<file path="config.mk">
export PLATFORM = sky130hd
export DESIGN_NAME = cio_port_regs
export DESIGN_NICKNAME = d
export VERILOG_FILES = /design/src/cio_pkg.sv /design/src/cio_port_regs.sv
export SDC_FILE = /design/constraint.sdc
export NUM_CORES = 1
export LEC_CHECK = 0
export CAP_MARGIN = 20
export CELL_PAD_IN_SITES_DETAIL_PLACEMENT = 2
export CELL_PAD_IN_SITES_GLOBAL_PLACEMENT = 2
export CORE_MARGIN = 2
export CORE_UTILIZATION = 25
export DETAILED_ROUTE_END_ITERATION = 16
export DONT_BUFFER_PORTS = 1
export PLACE_DENSITY = 0.53
export SETUP_SLACK_MARGIN = 0.4
export SLEW_MARGIN = 20
export SYNTH_ARGS = -nofsm -noshare
export SYNTH_HDL_FRONTEND = slang
export SYNTH_SLANG_ARGS = --single-unit
</file>
<file path="constraint.sdc">
create_clock -name REF_CLK_IN -period 18.2 [get_ports REF_CLK_IN]
set_input_delay 0.91 -clock REF_CLK_IN [delete_from_list [all_inputs] [get_ports REF_CLK_IN]]
set_output_delay 0.91 -clock REF_CLK_IN [all_outputs]
set_load 0.01 [all_outputs]
</file>
<file path="src/cio_pkg.sv">
/*
  constants, layouts and carrier types of the configurable i/o port
  register block. assumes a host bus synchronous to the block clock.
*/
`default_nettype none
package cio_pkg;
  localparam int NPORT = 4;
  localparam logic [1:0] PORT_A = 2'h0;
  localparam logic [1:0] PORT_B = 2'h1;
  localparam logic [1:0] PORT_C = 2'h2;
  localparam logic [1:0] PORT_D = 2'h3;
  // register kind sits in address bits 5:2, port in bits 1:0
  localparam logic [3:0] OFS_MODE = 4'h0;
  localparam logic [3:0] OFS_DIR = 4'h1;
  localparam logic [3:0] OFS_DRIVE = 4'h2;
  localparam logic [3:0] OFS_DIN = 4'h3;
  localparam logic [3:0] OFS_DOUT = 4'h4;
  localparam logic [3:0] OFS_OCELL = 4'h5;
  localparam logic [3:0] OFS_MASK = 4'h6;
  localparam logic [3:0] OFS_ICELL = 4'h7;
  localparam logic [3:0] OFS_ENOUT = 4'h8;
  localparam logic [7:0] REG_RESET = 8'h00;
  localparam logic [7:0] ALL_BITS = 8'hFF;
  localparam logic [7:0] PORT_D_BITS = 8'h07;
  localparam logic [7:0] SLEW_AB_BITS = 8'h0F;
  localparam logic [7:0] OD_AB_BITS = 8'hF0;
  localparam int DBE_BIT = 7;

  typedef struct packed {
    logic sel;
    logic rd;
    logic wr;
    logic [5:0] addr;
    logic [7:0] wdata;
  } cio_host_t;

  typedef struct packed {
    logic [7:0] mode;
    logic [7:0] dir;
    logic [7:0] drive;
    logic [7:0] dout;
    logic [7:0] mask;
  } cio_cfg_t;
endpackage
`default_nettype wire

</file>
<file path="src/cio_port_regs.sv">
/*
  configuration and data registers of four general-purpose i/o ports,
  output and input cells, and pin driver control.
  assumes the host bus and the logic-array signals run on REF_CLK_IN;
  pin levels are asynchronous and are synchronised here.
*/
// Functional notes
// [RULE1] mode bit 0 gives host i/o, 1 gives latched address output
// [RULE2] mode register exists only for ports a and b
// [RULE3] direction bit 1 is output, 0 is input; reset to input
// [RULE4] pin drives when direction bit or logic-array enable term is set
// [RULE5] port d direction uses only its three lowest bits
// [RULE6] drive bit 1 on open-drain pin gives open drain, else push-pull
// [RULE7] drive bit 1 on slew pin gives fast slew, slow by default
// [RULE8] ports a and b: bits 3-0 slew, bits 7-4 open drain
// [RULE9] port c: all eight drive bits select open drain
// [RULE10] port d: three low drive bits select fast slew, rest unused
// [RULE11] input data read returns current pin levels on all ports
// [RULE12] output data register stores writes, drives enabled pins
// [RULE13] output cell read returns cells; write loads unmasked cells
// [RULE14] mask bit 1 blocks host load of its output cell; resets 0
// [RULE15] input cells store pin levels, feed logic array, host readable
// [RULE16] enable status reads 1 for driving, 0 for tri-stated pin
// [RULE17] first cell group routes to a or b, second to b or c
// [RULE18] in data port mode port a carries the host data byte
// [RULE19] port d feeds logic directly and may carry external selects
// [RULE20] port c bit 7 may serve as data byte enable input
// [RULE21] each register bit acts only on the pin of same position
// [RULE22] all configuration registers are zero after reset
// [RULE23] host reaches registers by plain reads and writes at offsets
// [RULE24] unused port d bits read zero and ignore writes
`timescale 1ns/1ps
`default_nettype none
module cio_port_regs
  import cio_pkg::*;
(
  // clock and reset
  input wire logic REF_CLK_IN,
  input wire logic RST_IN,
  // host register port
  input wire cio_host_t HOST_REQ_IN,
  output logic [7:0] HOST_RDATA_OUT,
  // port pins, index 0..3 is port a..d
  input wire logic [3:0][7:0] PIN_LVL_IN,
  output logic [3:0][7:0] PIN_DAT_OUT,
  output logic [3:0][7:0] PIN_OE_OUT,
  output logic [3:0][7:0] FAST_SLEW_OUT,
  output logic [3:0][7:0] OPEN_DRAIN_OUT,
  // logic array
  input wire logic [3:0][7:0] OE_TERM_IN,
  input wire logic [3:0][7:0] CELL_SEL_IN,
  input wire logic ROUTE_B_BC_IN,
  input wire logic [2:0] EXT_SELECT_IN,
  input wire logic [1:0][7:0] CELL_D_IN,
  input wire logic [1:0][7:0] CELL_LOAD_IN,
  output logic [1:0][7:0] OUTPUT_CELLS_OUT,
  input wire logic [2:0] ICELL_STORE_IN,
  output logic [2:0][7:0] INPUT_CELLS_OUT,
  output logic [2:0] PORT_D_LEVEL_OUT,
  // bus interface functions
  input wire logic [1:0][7:0] LATCH_ADDR_IN,
  input wire logic DATA_PORT_EN_IN,
  input wire logic [7:0] BUS_DATA_IN,
  input wire logic BUS_DATA_OE_IN,
  input wire logic DBE_EN_IN,
  output logic DATA_BYTE_ENABLE_OUT
);

  // ****************************************************************
  // helpers
  // ****************************************************************
  function automatic logic [7:0] width_mask(input logic [1:0] p);
    return (p == PORT_D) ? PORT_D_BITS : ALL_BITS;
  endfunction

  function automatic logic [7:0] od_mask(input logic [1:0] p);
    case (p)
      PORT_A, PORT_B: return OD_AB_BITS;
      PORT_C: return ALL_BITS;
      default: return REG_RESET;
    endcase
  endfunction

  function automatic logic [7:0] slew_mask(input logic [1:0] p);
    case (p)
      PORT_A, PORT_B: return SLEW_AB_BITS;
      PORT_D: return PORT_D_BITS;
      default: return REG_RESET;
    endcase
  endfunction

  // output cell group seen by a port's cell location
  function automatic logic cell_group(input logic [1:0] p,
                                      input logic rb);
    case (p)
      PORT_A: return 1'b0;
      PORT_B: return rb;
      default: return 1'b1;
    endcase
  endfunction

  // ****************************************************************
  // host decode
  // ****************************************************************
  logic wr_hit;
  logic rd_hit;
  logic [3:0] kind;
  logic [1:0] port;
  logic [7:0] wdat;

  assign wr_hit = HOST_REQ_IN.sel & HOST_REQ_IN.wr;
  assign rd_hit = HOST_REQ_IN.sel & HOST_REQ_IN.rd;
  assign kind = HOST_REQ_IN.addr[5:2];
  assign port = HOST_REQ_IN.addr[1:0];
  assign wdat = HOST_REQ_IN.wdata;

  // ****************************************************************
  // configuration registers
  // ****************************************************************
  cio_cfg_t cfg_q [NPORT];

  always_ff @(posedge REF_CLK_IN or posedge RST_IN) begin
    if (RST_IN) begin
      for (int i = 0; i < NPORT; i++) begin
        cfg_q[i] <= '0; // RULE3 RULE22
      end
    end else if (wr_hit) begin // RULE23
      case (kind)
        OFS_MODE: begin
          if (port == PORT_A || port == PORT_B) begin // RULE2
            cfg_q[port].mode <= wdat; // RULE21
          end
        end
        OFS_DIR: cfg_q[port].dir <= wdat & width_mask(port); // RULE5 RULE24
        OFS_DRIVE: cfg_q[port].drive <= wdat & width_mask(port); // RULE24
        OFS_DOUT: cfg_q[port].dout <= wdat & width_mask(port); // RULE12
        OFS_MASK: begin
          if (port != PORT_D) begin
            cfg_q[port].mask <= wdat; // RULE14
          end
        end
        default: ;
      endcase
    end
  end

  // ****************************************************************
  // pin synchroniser
  // ****************************************************************
  logic [3:0][7:0] pin_s1_q;
  logic [3:0][7:0] pin_s2_q;

  always_ff @(posedge REF_CLK_IN or posedge RST_IN) begin
    if (RST_IN) begin
      pin_s1_q <= '0;
      pin_s2_q <= '0;
    end else begin
      pin_s1_q <= PIN_LVL_IN;
      pin_s2_q <= pin_s1_q;
    end
  end

  // ****************************************************************
  // output cells
  // ****************************************************************
  logic [1:0][7:0] cell_q;
  logic cell_wr;
  logic cell_grp;

  assign cell_wr = wr_hit && kind == OFS_OCELL && port != PORT_D;
  assign cell_grp = cell_group(port, ROUTE_B_BC_IN); // RULE17

  always_ff @(posedge REF_CLK_IN or posedge RST_IN) begin
    if (RST_IN) begin
      cell_q <= '0;
    end else begin
      for (int g = 0; g < 2; g++) begin
        for (int b = 0; b < 8; b++) begin
          if (cell_wr && cell_grp == g[0] && !cfg_q[port].mask[b]) begin
            cell_q[g][b] <= wdat[b]; // RULE13 RULE14
          end else if (CELL_LOAD_IN[g][b]) begin
            cell_q[g][b] <= CELL_D_IN[g][b];
          end
        end
      end
    end
  end

  assign OUTPUT_CELLS_OUT = cell_q;

  // ****************************************************************
  // input cells
  // ****************************************************************
  logic [2:0][7:0] icell_q;

  always_ff @(posedge REF_CLK_IN or posedge RST_IN) begin
    if (RST_IN) begin
      icell_q <= '0;
    end else begin
      for (int i = 0; i < 3; i++) begin
        if (ICELL_STORE_IN[i]) begin
          icell_q[i] <= pin_s2_q[i]; // RULE15
        end
      end
    end
  end

  assign INPUT_CELLS_OUT = icell_q; // RULE15
  assign PORT_D_LEVEL_OUT = pin_s2_q[PORT_D][2:0]; // RULE19

  // ****************************************************************
  // pin drivers
  // ****************************************************************
  logic [3:0][7:0] dir_oe;
  logic [3:0][7:0] pin_dat;
  logic [3:0][7:0] logic_src;

  always_comb begin
    logic_src[PORT_A] = cell_q[0];
    logic_src[PORT_B] = cell_q[ROUTE_B_BC_IN]; // RULE17
    logic_src[PORT_C] = cell_q[1];
    logic_src[PORT_D] = {5'h00, EXT_SELECT_IN}; // RULE19
    for (int i = 0; i < NPORT; i++) begin
      dir_oe[i] = (cfg_q[i].dir | OE_TERM_IN[i]) & width_mask(i[1:0]); // RULE4
      for (int b = 0; b < 8; b++) begin
        if (cfg_q[i].mode[b]) begin
          pin_dat[i][b] = LATCH_ADDR_IN[i[0]][b]; // RULE1
        end else if (CELL_SEL_IN[i][b]) begin
          pin_dat[i][b] = logic_src[i][b];
        end else begin
          pin_dat[i][b] = cfg_q[i].dout[b]; // RULE12
        end
      end
    end
    if (DATA_PORT_EN_IN) begin
      dir_oe[PORT_A] = {8{BUS_DATA_OE_IN}}; // RULE18
      pin_dat[PORT_A] = BUS_DATA_IN; // RULE18
    end
    if (DBE_EN_IN) begin
      dir_oe[PORT_C][DBE_BIT] = 1'b0; // RULE20
    end
    for (int i = 0; i < NPORT; i++) begin
      OPEN_DRAIN_OUT[i] = cfg_q[i].drive & od_mask(i[1:0]); // RULE8 RULE9
      FAST_SLEW_OUT[i] = cfg_q[i].drive & slew_mask(i[1:0]); // RULE7 RULE10
      // open drain pins only pull low
      PIN_OE_OUT[i] = dir_oe[i] & ~(OPEN_DRAIN_OUT[i] & pin_dat[i]); // RULE6
    end
  end

  assign PIN_DAT_OUT = pin_dat;
  assign DATA_BYTE_ENABLE_OUT = DBE_EN_IN & pin_s2_q[PORT_C][DBE_BIT]; // RULE20

  // ****************************************************************
  // host read path
  // ****************************************************************
  logic [7:0] rd_val;
  logic [7:0] rdata_q;

  always_comb begin
    case (kind)
      OFS_MODE: rd_val = cfg_q[port].mode;
      OFS_DIR: rd_val = cfg_q[port].dir;
      OFS_DRIVE: rd_val = cfg_q[port].drive;
      OFS_DIN: rd_val = pin_s2_q[port] & width_mask(port); // RULE11
      OFS_DOUT: rd_val = cfg_q[port].dout; // RULE12
      OFS_OCELL:
        rd_val = (port == PORT_D) ? REG_RESET : cell_q[cell_grp]; // RULE13
      OFS_MASK: rd_val = cfg_q[port].mask;
      OFS_ICELL:
        rd_val = (port == PORT_D) ? REG_RESET : icell_q[port]; // RULE15
      OFS_ENOUT: rd_val = dir_oe[port]; // RULE16
      default: rd_val = REG_RESET;
    endcase
  end

  always_ff @(posedge REF_CLK_IN or posedge RST_IN) begin
    if (RST_IN) begin
      rdata_q <= REG_RESET;
    end else if (rd_hit) begin
      rdata_q <= rd_val; // RULE23
    end
  end

  assign HOST_RDATA_OUT = rdata_q;

  // ****************************************************************
  // checks
  // ****************************************************************
  a_mode_only_ab: assert property (@(posedge REF_CLK_IN) // RULE2
    disable iff (RST_IN)
    cfg_q[PORT_C].mode == 8'h00 && cfg_q[PORT_D].mode == 8'h00)
    else $error("mode bits set on port without address output");

  a_oe_or_dir: assert property (@(posedge REF_CLK_IN) // RULE4
    disable iff (RST_IN)
    (!DATA_PORT_EN_IN && !DBE_EN_IN) |->
    dir_oe[PORT_C] == (cfg_q[PORT_C].dir | OE_TERM_IN[PORT_C]))
    else $error("driver enable is not direction or enable term");

  a_d_upper_zero: assert property (@(posedge REF_CLK_IN) // RULE24
    disable iff (RST_IN)
    cfg_q[PORT_D].dir[7:3] == 5'h00 && cfg_q[PORT_D].drive[7:3] == 5'h00
    && PIN_OE_OUT[PORT_D][7:3] == 5'h00)
    else $error("unused port d bits are active");

  a_din_read: assert property (@(posedge REF_CLK_IN) // RULE11
    disable iff (RST_IN)
    (rd_hit && kind == OFS_DIN && port == PORT_A) |=>
    HOST_RDATA_OUT == $past(pin_s2_q[PORT_A]))
    else $error("input data read differs from pin level");

  a_dout_back: assert property (@(posedge REF_CLK_IN) // RULE12
    disable iff (RST_IN)
    (wr_hit && kind == OFS_DOUT && port == PORT_B) ##1 !wr_hit ##1
    (rd_hit && kind == OFS_DOUT && port == PORT_B && !wr_hit) |=>
    HOST_RDATA_OUT == $past(wdat, 3))
    else $error("output data read back differs from write");

  a_mask_blocks: assert property (@(posedge REF_CLK_IN) // RULE14
    disable iff (RST_IN)
    (cell_wr && port == PORT_A && cfg_q[PORT_A].mask[0]
     && !CELL_LOAD_IN[0][0]) |=> $stable(cell_q[0][0]))
    else $error("masked output cell was loaded by host");

  a_cell_load: assert property (@(posedge REF_CLK_IN) // RULE13
    disable iff (RST_IN)
    (cell_wr && port == PORT_C && cfg_q[PORT_C].mask == 8'h00) |=>
    cell_q[1] == $past(wdat))
    else $error("unmasked output cell not loaded by host");

  a_od_pulls_low: assert property (@(posedge REF_CLK_IN) // RULE6
    disable iff (RST_IN)
    (OPEN_DRAIN_OUT[PORT_C][0] && pin_dat[PORT_C][0]) |->
    !PIN_OE_OUT[PORT_C][0])
    else $error("open drain pin drives high");

  a_slew_map: assert property (@(posedge REF_CLK_IN) // RULE8
    disable iff (RST_IN)
    FAST_SLEW_OUT[PORT_A][7:4] == 4'h0 && OPEN_DRAIN_OUT[PORT_A][3:0] == 4'h0
    && FAST_SLEW_OUT[PORT_C] == 8'h00)
    else $error("drive select bit acts on wrong function");

  a_mode_addr: assert property (@(posedge REF_CLK_IN) // RULE1
    disable iff (RST_IN)
    (cfg_q[PORT_B].mode[3] && !DATA_PORT_EN_IN) |->
    PIN_DAT_OUT[PORT_B][3] == LATCH_ADDR_IN[1][3])
    else $error("address output mode pin not carrying address");

  a_dir_drives: assert property (@(posedge REF_CLK_IN) // RULE3
    disable iff (RST_IN)
    cfg_q[PORT_B].dir[0] |-> dir_oe[PORT_B][0])
    else $error("direction bit set but driver not enabled");

  a_d_slew_only: assert property (@(posedge REF_CLK_IN) // RULE10
    disable iff (RST_IN)
    FAST_SLEW_OUT[PORT_D] == cfg_q[PORT_D].drive
    && OPEN_DRAIN_OUT[PORT_D] == 8'h00)
    else $error("port d drive bits not selecting slew only");

  a_c_open_drain: assert property (@(posedge REF_CLK_IN) // RULE9
    disable iff (RST_IN)
    OPEN_DRAIN_OUT[PORT_C] == cfg_q[PORT_C].drive)
    else $error("port c drive bit not selecting open drain");

  a_enout_read: assert property (@(posedge REF_CLK_IN) // RULE16
    disable iff (RST_IN)
    (rd_hit && kind == OFS_ENOUT && port == PORT_B) |=>
    HOST_RDATA_OUT == $past(dir_oe[PORT_B]))
    else $error("enable status read differs from driver enable");

  a_icell_store: assert property (@(posedge REF_CLK_IN) // RULE15
    disable iff (RST_IN)
    ICELL_STORE_IN[0] |=> INPUT_CELLS_OUT[0] == $past(pin_s2_q[PORT_A]))
    else $error("input cell did not store synchronised pin level");

  a_dbe_input: assert property (@(posedge REF_CLK_IN) // RULE20
    disable iff (RST_IN)
    DBE_EN_IN |-> !PIN_OE_OUT[PORT_C][DBE_BIT])
    else $error("byte enable pin is driven");

  a_route_b: assert property (@(posedge REF_CLK_IN) // RULE17
    disable iff (RST_IN)
    (!cfg_q[PORT_B].mode[0] && CELL_SEL_IN[PORT_B][0]) |->
    PIN_DAT_OUT[PORT_B][0] == (ROUTE_B_BC_IN ? cell_q[1][0] : cell_q[0][0]))
    else $error("port b cell source does not follow routing");

endmodule
`default_nettype wire

</file>
# [Yosys cells after proc, flatten, opt, wreduce, memory -nomap -nowiden]
# Cells that the tools add are included.
[word_totals] output_inout_bits=180 inputBits=181 ff_bits=272 word_cells=271
[classes] bitwise_logic=20 reduce_logical=50 muxes=135 n_lt_le_gt_ge=5 eq_ne=13
[ops] operator="bitwise mux 160 bit" n=5
[ops] operator="case mux 160 bit (5 select lines)" n=1
[ops] operator="demux 40 bit (select 2 bit)" n=5
[ops] operator="2-to-1 mux 160 bit" n=2
[ops] operator="2-to-1 mux 40 bit" n=3
[ops] operator="2-to-1 mux 8 bit" n=13
[ops] operator="2-to-1 mux 1 bit" n=97
[ops] operator="binary-select mux 40 bit (select 2 bit)" n=1
[ops] operator="case mux 8 bit (9 select lines)" n=1
[ops] operator="bitwise AND 8 bit" n=8
[ops] operator="binary-select mux 8 bit (select 2 bit)" n=3
[ops] operator="2-to-1 mux 32 bit" n=1
[ops] operator="nonzero test 2 bit" n=16
[ops] operator="2-to-1 mux 24 bit" n=1
[ops] operator="NOT 8 bit" n=3
[ops] operator="bitwise OR 8 bit" n=3
[ops] operator="logical AND 1 bit" n=21
[ops] operator="equality test 4 x 3 -> 1 bit (second input constant)" n=4
[ops] operator="2-to-1 mux 16 bit" n=1
[ops] operator="equality test 4 x 2 -> 1 bit (second input constant)" n=2
[ops] operator="logical NOT 1 bit" n=8
[ops] operator="!= test 2 bit (second input constant)" n=3
[ops] operator="nonzero test 5 bit" n=1
[ops] operator="equality test 4 x 1 -> 1 bit (second input constant)" n=1
[ops] operator="other kinds (16)" n=19

# [Logic depth before layout (Yosys ltp)]
[depth] ltp_word=8 depth_mapped=8

# [Worst setup path after synthesis]
# OpenSTA, ideal clock, no wires.
[synth_timing] path_kind="input -> output" from="in DATA_PORT_EN_IN" to="out PIN_OE_OUT[7] in the netlist's numbering" arrival_time_ns=2.089 slack_ns=15.201 n_path_buf=3 stages=6 cell_sequence="clkbuf_1 > clkbuf_1 > clkbuf_1 > nand2_1 > o21ai_0 > a21oi_1"
[synth_rtl] item="from (decl)" line_no="cio_port_regs.sv:62" text="input wire logic DATA_PORT_EN_IN,"
[synth_rtl] item="to (decl)" line_no="cio_port_regs.sv:46" text="output logic [3:0][7:0] PIN_OE_OUT,"

==> flow_metrics.py <==
metrics = {
    "status": {
        "outcome": "finished, final reports clean",
    },
    "cts": {
        "clock_sinks": 262,
        "clock_path_buffers": 3,
        "cts_max_level": 2,
        "cts_resized": 0,
        "post_cts_buffers": 0,
        "worstSkewPairLatency_ps": 550,
        "cts.clk_slew.worst_paths_ps": 60,
        "clockRootBuffer": "clkbuf_16",
        "cts_buffers": 35,
        "cts_hold_repair.buffers": 0,
        "cts_tree": "yes",
    },
    "final_layout": {
        "final_util_pct": 27.9,
        "diodes": 0,
        "fin_cells": 1716,
        "layout-drive-gt1-share_pct": 27.1,
        "nFillCells": 5488,
        "area_growth_pct": 10.2,
        "layout.nets": 1192,
    },
    "detailed_routing": {
        "wl_um": 49200,
        "wl_per_cell_um": 28.7,
        "vias": 8403,
        "drc": 0,
        "ant_nets": 0,
        "dr.first_iter.drc_count": 403,
        "drtPass1Iterations": 4,
        "vias_per_cell": 4.90,
    },
    "timing": {
        "finalSetupTns_ps": 0,
        "period_minus_slack_ps": 3200,
        "max_freq_mhz": 313,
        "skew_ps": 9.75,
        "finalWorstSetupSlack_ps": 15000,
        "slew_headroom_pct": 30.0,
        "fin_crit_sh_pct": 17.6,
        "setup_viol": 0,
        "maxSlewViolCount": 0,
        "worst_slew_pin_slew_ps": 1040,
        "grt_setup_unrepaired": "no",
        "hold_viol": 0,
    },
    "yosys": {
        "synth-async-reset-ratio_pct": 100,
        "synth_cells": 1075,
        "synth_cell_types": 57,
        "yosysWarnings": 0,
        "yosysSeqAreaShare_pct": 50.3,
        "synth_common_cells": "262 x dfrtp_1, 151 x mux2_2, 81 x buf_4",
        "yosys.area.top_type": "dfrtp_1",
        "synthTopCellsByArea": "dfrtp_1 50%, mux2_2 13%, mux4_2 6.6%",
        "avgSynthCellArea_um2": 12.1,
        "synth_seq_cells": 262,
        "yosysMostFrequentCell": "dfrtp_1",
        "synth_ff_type": "dfrtp_1",
        "synth_area_um2": 13000,
        "synth_top_area_share_pct": 50.3,
        "synth_edf_count": 0,
    },
    "die": {
        "fp-row-count": 83,
        "floorplan.io_pins": 361,
        "initial_core_util_pct": 25.4,
        "die_area_um2": 54000,
        "core-area_um2": 51400,
        "die_w_um": 232,
        "die_y_um": 232,
    },
    "worst_setup_path": {
        "worstSetupPathType": "reg2out",
        "cp.arrival_ps": 2290,
        "cp-end-kind": "output port",
        "worst_ep_required_time_ps": 17290,
        "crit_fanout": 5,
        "start_kind": "flip-flop",
    },
    "grt": {
        "first_global_vias": 9142,
        "grt_antenna_before_repair": 0,
        "grt_pass1_wl_um": 69400,
        "grt_usage_pct": 18.1,
        "grt_overflow_total": 0,
        "grt_max_degree": 125,
    },
    "placement": {
        "dp_hpwl_um": 35100,
        "place_inst": 1654,
        "place_ws_ps": 14790,
        "place_congestion": 0.739,
        "io_buffers": 0,
    },
    "run": {
        "maxCapViolations": 0,
    },
    "power": {
        "p_leak_nw": 6.35,
        "irDropWorstVdd_uv": 67.5,
        "p_per_area_nw_per_um2": 106,
    },
    "min_path": {
        "hold_class": "in2async",
    },
}
[stage by stage]
step           total power, mW  hold slack [ps]  instance area (um2)
5_1_grt                   1.59              354                14400
6_report                  1.52              342                14400
3_5_place_dp             0.817              336                13200
2_1_floorplan            0.790              331                13200
4_1_cts                   1.55              350                14400
3_3_place_gp             0.813              333                13200
[power breakdown]
part / internal [mW] / switching (mW)
Combinational: 0.0605 / 0.0730
Clock: 0.442 / 0.279
Sequential: 0.621 / 0.0494
Total: 1.12 / 0.401
[layout make-up]
cell class              count  area [um2]  area share, %
multi-input cells         696        5650           39.4
flip-flops and latches    262        6560           45.6
repair buffers             11        82.6          0.575
inverters                   5        26.3          0.183
clock inverters            13         195           1.36
well taps                 680         851           5.92
clock buffers              49         998           6.95
[metal layers]
| layer | track usage, % | part of all wire, % |
|---|---|---|
| met5 | 0 | 0 |
| met2 | 28.8 | 47 |
| met1 | 24.0 | 43 |
| met4 | 5.65 | 2.4 |
| met3 | 4.68 | 7.0 |
[placed cells by master, fill, tap and decap left out, types with 11 or more instances in the layout]
| cell type | instances |
|---|---|
| mux4_2 | 38 |
| nand3_1 | 11 |
| a21oi_1 | 33 |
| o21ai_0 | 65 |
| dfrtp_1 | 262 |
| nor2b_1 | 16 |
| mux2_2 | 151 |
| conb_1 | 42 |
| mux2i_1 | 73 |
| nor2_1 | 39 |
| nand2_1 | 80 |
| o2bb2ai_1 | 11 |
| clkbuf_16 | 35 |
| a22oi_1 | 12 |
| buf_4 | 11 |
[worst max-delay path, cell delays in order (launching register included)]
cell and delay (ps):
dfrtp_1 470, mux2i_1 230, nor2_1 60, a21oi_1 110, o21ai_0 240, a211oi_1 630
[logic make-up after synthesis]
group | after synthesis | synth area share [%]
compound gates | 176 | 8.61
mux | 262 | 25.2
other cells | 1 | 0.0288
flops | 262 | 50.3
simple gates | 216 | 8.24
buf+inv | 158 | 7.61
[final timing paths]
path	end	startpoint	depth (start not counted)	slack (ps)
max	PIN_OE_OUT[6]	OUTPUT_CELLS_OUT[6]	5	15000
min	async pin	RST_IN	1	340
max reg2reg	HOST_RDATA_OUT[0]	PORT_D_LEVEL_OUT[0]	5	16100
min reg2reg	pin_s2_q[17]	pin_s1_q[17]	0	350
max in group asynchronous	pin_s1_q[7]	RST_IN	2	16270
min in group REF_CLK_IN	pin_s2_q[17]	pin_s1_q[17]	0	350
Note: power is estimated with default switching activity, not from simulation.
